**config.mk**
```make
export PLATFORM = sky130hd
export DESIGN_NAME = tosw_timer
export DESIGN_NICKNAME = d
export VERILOG_FILES = /design/src/core/tosw_pkg.sv /design/src/core/tosw_timer.sv
export SDC_FILE = /design/constraint.sdc
export NUM_CORES = 1
export LEC_CHECK = 0
export ABC_AREA = 1
export BUFFER_PORTS_ARGS = -buffer_cell sky130_fd_sc_hd__buf_2
export CORE_MARGIN = 2
export CORE_UTILIZATION = 60
export CTS_BUF_LIST = sky130_fd_sc_hd__clkbuf_8
export DETAILED_ROUTE_END_ITERATION = 10
export PLACE_DENSITY = 0.82
export SLEW_MARGIN = 20
export SYNTH_ARGS = -nofsm -noshare
export SYNTH_HDL_FRONTEND = slang
export SYNTH_SLANG_ARGS = --single-unit
```
**constraint.sdc**
```tcl
create_clock -name i_ref_clk -period 4.7 [get_ports i_ref_clk]
set_input_delay 0.94 -clock i_ref_clk [delete_from_list [all_inputs] [get_ports i_ref_clk]]
set_output_delay 0.94 -clock i_ref_clk [all_outputs]
set_load 0.01 [all_outputs]
```
**src/core/tosw_pkg.sv**
```systemverilog
// shared constants for the one-shot / wait one-shot timer
package tosw_pkg;
    localparam int TOSW_W = 8;
    localparam logic [7:0] TOSW_ZERO = 8'h00;
    localparam logic [7:0] TOSW_RESET_LATCH = 8'hff;
    localparam logic [1:0] TOSW_HALF_HIGH = 2'h1;
    localparam logic [1:0] TOSW_HALF_DONE = 2'h2;
    typedef enum logic [2:0]
    {
        TOSW_IDLE = 3'h1,
        TOSW_WAIT = 3'h2,
        TOSW_PULSE = 3'h4
    } tosw_state_e;
endpackage : tosw_pkg

```
**src/core/tosw_timer.sv**
```systemverilog
// one-shot and wait one-shot pulse timer with prescaler
`timescale 1ns/1ps
`default_nettype none
module tosw_timer
    import tosw_pkg::*;
#(
    parameter int W = TOSW_W
)
(
    input wire logic i_ref_clk,
    input wire logic i_rst_n,
    input wire logic i_count_source,
    input wire logic i_wait_mode,
    input wire logic i_count_stop,
    input wire logic i_level_latch,
    input wire logic i_pin_trig_en,
    input wire logic i_trig_rising,
    input wire logic i_trig_pin,
    input wire logic i_start_wr,
    input wire logic i_start_wdata,
    input wire logic i_primary_wr,
    input wire logic [W-1:0] i_primary_data,
    input wire logic i_secondary_wr,
    input wire logic [W-1:0] i_secondary_data,
    input wire logic i_prescaler_wr,
    input wire logic [W-1:0] i_prescaler_data,
    input wire logic i_ext_wr,
    input wire logic i_primary_half_cycle_extend,
    input wire logic i_secondary_half_cycle_extend,
    output logic o_pulse_output_pin,
    output logic o_start_bit,
    output logic o_underflow_irq,
    output logic [W-1:0] o_timer_count,
    output logic [W-1:0] o_prescaler_count,
    output logic o_busy
);
    typedef struct packed
    {
        logic src_s1;
        logic src_s2;
        logic src_d;
        logic pin_s1;
        logic pin_s2;
        logic pin_d;
        logic [W-1:0] pri_latch;
        logic [W-1:0] sec_latch;
        logic [W-1:0] pre_latch;
        logic ext_p_stage;
        logic ext_s_stage;
        logic [W-1:0] sec_stage;
        logic ext_p;
        logic ext_s;
        logic [W-1:0] pri_act;
        logic [W-1:0] sec_act;
        logic [W-1:0] tmr;
        logic [W-1:0] pre;
        logic [1:0] half;
        logic start;
        logic out_active;
        logic irq;
        tosw_state_e st;
    } tosw_state_s;

    tosw_state_s cur;
    tosw_state_s nxt;

    logic src_tick;
    logic pin_edge;
    logic trig;
    logic pre_tick;
    logic ext_now;
    logic tmr_uf;
    logic abort_now;

    // one step of a down count, sized to the counter width
    localparam logic [W-1:0] CNT_STEP = {{(W-1){1'b0}}, 1'b1};

    // only the synchroniser's second stage feeds edge logic
    assign src_tick = cur.src_s2 & ~cur.src_d;
    assign pin_edge = i_trig_rising ? (cur.pin_s2 & ~cur.pin_d)
                                    : (~cur.pin_s2 & cur.pin_d);
    assign pre_tick = src_tick && (cur.pre == TOSW_ZERO);
    assign ext_now = (cur.st == TOSW_WAIT || !i_wait_mode) ? cur.ext_p
                                                           : cur.ext_s;
    // underflow waits one extra prescaled count period when extended
    assign tmr_uf = pre_tick && (cur.tmr == TOSW_ZERO) &&
                    (!ext_now || cur.half == TOSW_HALF_HIGH);

    always_comb
    begin
        nxt = cur;
        nxt.irq = 1'b0;
        nxt.src_s1 = i_count_source;
        nxt.src_s2 = cur.src_s1;
        nxt.src_d = cur.src_s2;
        nxt.pin_s1 = i_trig_pin;
        nxt.pin_s2 = cur.pin_s1;
        nxt.pin_d = cur.pin_s2;
        trig = 1'b0;
        if (i_secondary_wr)
        begin
            nxt.sec_stage = i_secondary_data;
        end
        if (i_ext_wr)
        begin
            nxt.ext_p_stage = i_primary_half_cycle_extend;
            nxt.ext_s_stage = i_secondary_half_cycle_extend;
        end
        if (i_prescaler_wr)
        begin
            nxt.pre_latch = i_prescaler_data;
        end
        // staged values move as one set on a primary write
        if (i_primary_wr)
        begin
            nxt.pri_latch = i_primary_data;
            nxt.sec_latch = i_secondary_wr ? i_secondary_data
                                           : cur.sec_stage;
            nxt.ext_p = i_ext_wr ? i_primary_half_cycle_extend
                                 : cur.ext_p_stage;
            nxt.ext_s = i_ext_wr ? i_secondary_half_cycle_extend
                                 : cur.ext_s_stage;
        end
        if (cur.st != TOSW_IDLE && src_tick)
        begin
            nxt.pre = (cur.pre == TOSW_ZERO) ? cur.pre_latch
                                              : cur.pre - CNT_STEP;
        end
        if (pre_tick && cur.st != TOSW_IDLE)
        begin
            if (cur.tmr != TOSW_ZERO)
            begin
                nxt.tmr = cur.tmr - CNT_STEP;
            end
            else if (ext_now && cur.half != TOSW_HALF_HIGH)
            begin
                nxt.half = TOSW_HALF_HIGH;
            end
        end
        case (cur.st)
            TOSW_IDLE:
            begin
                // triggers are decoded only while idle, so no restart
                trig = !i_count_stop &&
                       ((i_start_wr && i_start_wdata) ||
                        (i_pin_trig_en && pin_edge));
                if (trig)
                begin
                    nxt.start = 1'b1;
                    nxt.pre = cur.pre_latch;
                    nxt.tmr = cur.pri_latch;
                    nxt.pri_act = cur.pri_latch;
                    nxt.sec_act = cur.sec_latch;
                    nxt.half = TOSW_HALF_DONE;
                    nxt.out_active = !i_wait_mode;
                    nxt.st = i_wait_mode ? TOSW_WAIT : TOSW_PULSE;
                end
                else if (i_start_wr)
                begin
                    nxt.start = i_start_wdata;
                end
            end
            TOSW_WAIT:
            begin
                if (tmr_uf)
                begin
                    nxt.irq = 1'b1;
                    nxt.tmr = cur.sec_act;
                    nxt.half = TOSW_HALF_DONE;
                    nxt.out_active = 1'b1;
                    nxt.st = TOSW_PULSE;
                end
            end
            TOSW_PULSE:
            begin
                if (tmr_uf)
                begin
                    nxt.irq = 1'b1;
                    nxt.out_active = 1'b0;
                    nxt.start = 1'b0;
                    nxt.st = TOSW_IDLE;
                end
            end
            default:
            begin
                nxt.st = TOSW_IDLE;
                nxt.out_active = 1'b0;
            end
        endcase
        // a zero write aborts a running wait or pulse
        if (cur.st != TOSW_IDLE && i_start_wr && !i_start_wdata)
        begin
            nxt.out_active = 1'b0;
            nxt.start = 1'b0;
            nxt.st = TOSW_IDLE;
        end
        if (cur.st != TOSW_IDLE && i_count_stop)
        begin
            nxt.out_active = 1'b0;
            nxt.start = 1'b0;
            nxt.st = TOSW_IDLE;
        end
    end

    always_ff @(posedge i_ref_clk)
    begin
        if (!i_rst_n)
        begin
            cur <= '0;
            cur.pri_latch <= TOSW_RESET_LATCH;
            cur.sec_latch <= TOSW_RESET_LATCH;
            cur.sec_stage <= TOSW_RESET_LATCH;
            cur.tmr <= TOSW_RESET_LATCH;
            cur.st <= TOSW_IDLE;
        end
        else
        begin
            cur <= nxt;
        end
    end

    assign o_pulse_output_pin = cur.out_active ^ i_level_latch;
    assign o_start_bit = cur.start;
    assign o_underflow_irq = cur.irq;
    assign o_timer_count = cur.tmr;
    assign o_prescaler_count = cur.pre;
    assign o_busy = (cur.st != TOSW_IDLE);

    // stop or a zero start write overrides the state change of an underflow in that cycle, though its irq still fires
    assign abort_now = (cur.st != TOSW_IDLE) &&
                       (i_count_stop || (i_start_wr && !i_start_wdata));

    a_trig_starts: assert property (
        @(posedge i_ref_clk) disable iff (!i_rst_n)
        (cur.st == TOSW_IDLE && !i_count_stop && i_start_wr && i_start_wdata)
        |=> (cur.st != TOSW_IDLE && cur.start))
        else $error("start write did not start timer");

    a_trig_loads: assert property (
        @(posedge i_ref_clk) disable iff (!i_rst_n)
        (cur.st == TOSW_IDLE && trig)
        |=> (cur.tmr == $past(cur.pri_latch)))
        else $error("trigger did not load primary count");

    a_stop_halts: assert property (
        @(posedge i_ref_clk) disable iff (!i_rst_n)
        i_count_stop
        |=> (cur.st == TOSW_IDLE))
        else $error("stop bit did not halt timer");

    a_wait_idle_out: assert property (
        @(posedge i_ref_clk) disable iff (!i_rst_n)
        (cur.st == TOSW_WAIT)
        |-> !cur.out_active)
        else $error("output active during wait");

    a_pulse_out: assert property (
        @(posedge i_ref_clk) disable iff (!i_rst_n)
        (cur.st == TOSW_PULSE)
        |-> cur.out_active)
        else $error("output idle during pulse");

    a_uf_reload: assert property (
        @(posedge i_ref_clk) disable iff (!i_rst_n)
        (cur.st == TOSW_WAIT && tmr_uf && !abort_now)
        |=> (cur.st == TOSW_PULSE && cur.tmr == cur.sec_act))
        else $error("wait underflow did not load secondary");

    a_pulse_ends: assert property (
        @(posedge i_ref_clk) disable iff (!i_rst_n)
        (cur.st == TOSW_PULSE && tmr_uf)
        |=> (cur.st == TOSW_IDLE && !cur.out_active))
        else $error("pulse did not end on underflow");

    a_uf_irq: assert property (
        @(posedge i_ref_clk) disable iff (!i_rst_n)
        (tmr_uf && cur.st != TOSW_IDLE)
        |=> o_underflow_irq)
        else $error("underflow without irq");

    a_irq_cause: assert property (
        @(posedge i_ref_clk) disable iff (!i_rst_n)
        o_underflow_irq
        |-> $past(tmr_uf))
        else $error("irq without underflow");

    a_pre_reload: assert property (
        @(posedge i_ref_clk) disable iff (!i_rst_n)
        (cur.st != TOSW_IDLE && pre_tick)
        |=> (cur.pre == $past(cur.pre_latch)))
        else $error("prescaler did not reload");

    // the extra prescaled count period must not end the interval early
    a_ext_delays: assert property (
        @(posedge i_ref_clk) disable iff (!i_rst_n)
        (pre_tick && cur.tmr == TOSW_ZERO && ext_now && !abort_now &&
         cur.st != TOSW_IDLE && cur.half != TOSW_HALF_HIGH)
        |=> (cur.half == TOSW_HALF_HIGH && cur.st == $past(cur.st)))
        else $error("extension step skipped");

    a_force_end: assert property (
        @(posedge i_ref_clk) disable iff (!i_rst_n)
        (cur.st != TOSW_IDLE && i_start_wr && !i_start_wdata)
        |=> (!cur.out_active && !cur.start))
        else $error("forced stop failed");

    a_pin_trig: assert property (
        @(posedge i_ref_clk) disable iff (!i_rst_n)
        (cur.st == TOSW_IDLE && !i_count_stop && i_pin_trig_en && pin_edge)
        |=> cur.start)
        else $error("pin trigger did not set start bit");

    a_no_retrig: assert property (
        @(posedge i_ref_clk) disable iff (!i_rst_n)
        (cur.st == TOSW_WAIT && !tmr_uf && !abort_now)
        |=> (cur.st == TOSW_WAIT))
        else $error("sequence restarted or skipped");

    a_polarity: assert property (
        @(posedge i_ref_clk) disable iff (!i_rst_n)
        (cur.st == TOSW_IDLE)
        |-> (o_pulse_output_pin == i_level_latch))
        else $error("idle level wrong");

    c_one_shot: cover property (@(posedge i_ref_clk) disable iff (!i_rst_n)
        cur.st == TOSW_PULSE && !i_wait_mode ##[1:600] cur.st == TOSW_IDLE);
    c_wait_shot: cover property (@(posedge i_ref_clk) disable iff (!i_rst_n)
        cur.st == TOSW_WAIT ##[1:600] cur.st == TOSW_PULSE);
    c_pin_start: cover property (@(posedge i_ref_clk) disable iff (!i_rst_n)
        cur.st == TOSW_IDLE && i_pin_trig_en && pin_edge && !i_count_stop);
    c_forced: cover property (@(posedge i_ref_clk) disable iff (!i_rst_n)
        cur.st == TOSW_PULSE && i_start_wr && !i_start_wdata);
    c_stop_wait: cover property (@(posedge i_ref_clk) disable iff (!i_rst_n)
        cur.st == TOSW_WAIT && i_count_stop);
endmodule : tosw_timer
`default_nettype wire

```
==> results.py <==
metrics = {
    "status": {
        "status": "finished, final reports clean",
    },
    "layout": {
        "diodes": 0,
        "syn2layout_area_growth_pct": 9.837,
        "drive_gt1_share_pct": 20.12,
        "fill_cells": 485,
        "final_util_pct": 69.43,
        "fin_nets": 555,
        "final_common_cell": "nand2_1",
        "final_cell_mix": "81 x nand2_1, 73 x dfxtp_1, 60 x buf_2, 55 x inv_1, 48 x a21oi_1",
    },
    "die": {
        "die_y_um": 80.63,
        "initial_utilization_pct": 63.21,
        "core_area_sq_mm": 0.005574,
        "die_w_um": 80.63,
        "ioPinCount": 61,
        "design.die.area_sq_mm": 0.006501,
        "rows": 27,
    },
    "placement": {
        "dpl.hpwl_mm": 5.264,
        "io_buffer_count": 60,
        "gp_congestion": 0.8732,
    },
    "synthesis": {
        "synth_cells": 472,
        "synth.avg_cell_area_sq_um": 7.465,
        "synth_top_area_share_pct": 41.48,
        "yosysUniqueCellTypes": 37,
        "synth_area_leader_cell": "dfxtp_1",
        "syn-num-nets": 517,
        "synthTopCellsByArea": "dfxtp_1 41%, nand2_1 8.6%, a21oi_1 6.8%",
        "ys_seq_area_share_pct": 41.48,
        "ys_ff_latch": 73,
        "synth_warnings": 0,
        "synth_area_sq_mm": 0.003523,
    },
    "power_and_ir_drop": {
        "cell_internal_pwr_mw": 1.062,
        "cellPowerDensity_mw_per_mm2": 420.0,
        "p_leak_nw": 1.958,
        "max-vdd-ir-drop_mv": 0.2519,
        "combPwrFrac_pct": 29.6,
        "p_switching_mw": 0.5635,
        "pwr-share-seq_pct": 45.6,
        "p_sw_share_pct": 34.67,
        "p_clk_share_pct": 24.7,
    },
    "clock_network": {
        "post-cts-setup-buffer-count": 0,
        "cts_buffer_depth": 2,
        "cts.sinks": 73,
        "clock_latency_ns": 0.34,
        "cts-root-buf": "clkbuf_8",
        "cts.clk_slew.worst_paths_ns": 0.07,
        "tritoncts.num_buffers": 9,
        "holdBufCountCts": 0,
        "cts_resized": 0,
        "cts_tree": "built",
        "cts_max_level": 3,
    },
    "drt": {
        "ant_nets": 0,
        "drtPass1Iterations": 4,
        "vias_per_cell": 5.216,
        "routed_wl_mm": 7.224,
        "drcViolationCount": 0,
        "wl_per_cell_um": 12.37,
        "routed-via-count": 3046,
        "initialDrtViolationCount": 122,
    },
    "sta": {
        "fmax_mhz": 421.6,
        "relSlewSlack_pct": 55.43,
        "rsz0062_at_grt": "false",
        "min_period_ns": 2.372,
        "fin_setup_tns_ns": 0,
        "hold_violations": 0,
        "post-route-period-util_pct": 50.47,
        "skew_ns": 0.007174,
        "setup_viol": 0,
        "slew_violations": 0,
        "worst_pin_slew_ns": 0.6677,
    },
    "setup_path": {
        "worst_setup_path_start_kind": "primary input",
        "required_ns": 4.97,
        "endpoint_kind": "register",
        "cp_max_fo": 35,
        "crit_type": "primary input to register",
        "worstPathArrival_ns": 2.64,
    },
    "global_route": {
        "grt_max_degree": 39,
        "antenna_found_initial": 0,
        "track_usage_pct": 25.17,
        "grt_pass1_vias": 2995,
        "grt_pass1_wl_mm": 12.62,
        "gr-total-overflow": 0,
    },
    "worst_hold_path": {
        "holdCritPathClass": "register to register",
    },
    "run": {
        "maxCapViolations": 0,
    },
}
layer usage:
layer / share of wire, % / global-route usage [%] / vias up
met2: 48 / 44.67 / 75
li1: - / - / 1600
met4: 2.3 / 13.73 / 0
met3: 4.6 / 4.157 / 17
met1: 45 / 28.54 / 1354
met5: 0 / 0 / -
cells by family after synthesis:
| kind of cell | count (synthesis) | synth area share (%) |
|---|---|---|
| DFF | 73 | 41.48 |
| muxes | 10 | 2.841 |
| AOI/OAI and AO/OA | 100 | 14.95 |
| adders and majority gates | 4 | 1.421 |
| xor gates and xnor gates | 8 | 1.989 |
| buffers and inverters | 93 | 12.07 |
| and+or+nand+nor | 184 | 25.25 |
cell usage after synthesis:
cell type   n
buf_2       5
nand2_2     7
mux2i_1    10
nand2_1    81
nor2_4      2
nor2_1     36
xor2_1      7
buf_6       1
nand4_2     1
clkbuf_1    9
a21oi_1    48
inv_4       1
buf_1       3
nor2_8      2
nand3_2     3
o2111ai_1   1
o211ai_1    3
inv_2       5
ha_1        4
nand3_4     1
buf_4      16
a22oi_1     1
nor2_2      4
xnor2_1     1
dfxtp_1    73
nor3_1      6
nor3b_2     1
nand3_1    31
o21ai_0    41
o21bai_1    1
nand4_1     6
nand2_4     1
o21a_1      1
a21oi_2     1
a31oi_1     3
or2_2       2
inv_1      53
area by class of cell:
class	count	area, sq um	share of cell area (%)
multi-input combinational	306	1637	42.29
sequential	73	1461	37.76
timing repair buffer	61	307.8	7.953
clock inverter	3	12.51	0.3233
tap	72	90.09	2.328
inverter	59	224.0	5.787
clock buffer	10	137.6	3.556
worst max-delay path, cell delays in order:
cell and delay (ns):
buf_2 0.09, o21bai_1 0.10, nand3_1 0.09, nand2_1 0.09
nand3_2 0.51, inv_1 0.54, nand2_1 0.11, a21oi_1 0.16
flip-flops by register name, summed over array words and instances, names as in the netlist:
register and cells:
cur 55, o_prescaler_count 8, o_start_bit 1, o_timer_count 8, o_underflow_irq 1
power groups by stage:
stage	logic (mW)	registers [mW]	clock network, mW
2_1_floorplan	0.400	0.744	0
4_1_cts	0.483	0.741	0.408
3_3_place_gp	0.469	0.753	0
3_5_place_dp	0.481	0.755	0
6_report	0.481	0.742	0.402
5_1_grt	0.550	0.751	0.437
worst paths after layout:
| check | start | endpoint | slack (ns) | cells after the start |
|---|---|---|---|---|
| worst max register to register | cur[4] | cur[1] | 2.62 | 7 |
| worst min-delay path | cur[81] | cur[80] | 0.41 | 2 |
| worst max-delay path | i_trig_rising | cur[1] | 2.33 | 8 |
| worst min register to register | cur[81] | cur[80] | 0.41 | 2 |
through the flow:
stage / std cells / hold WS, ns / cell area, sq um / power [mW] / setup slack [ns]
floorplan: 472 / 0.3905 / 3523 / 1.144 / 2.603
global placement: 571 / 0.3983 / 3720 / 1.222 / 2.049
detailed placement: 571 / 0.4016 / 3720 / 1.235 / 1.978
CTS: 584 / 0.4194 / 3870 / 1.632 / 2.330
global route: 584 / 0.4354 / 3870 / 1.738 / 2.091
finish: 584 / 0.4139 / 3870 / 1.626 / 2.328
(Power assumes the default switching activity.)
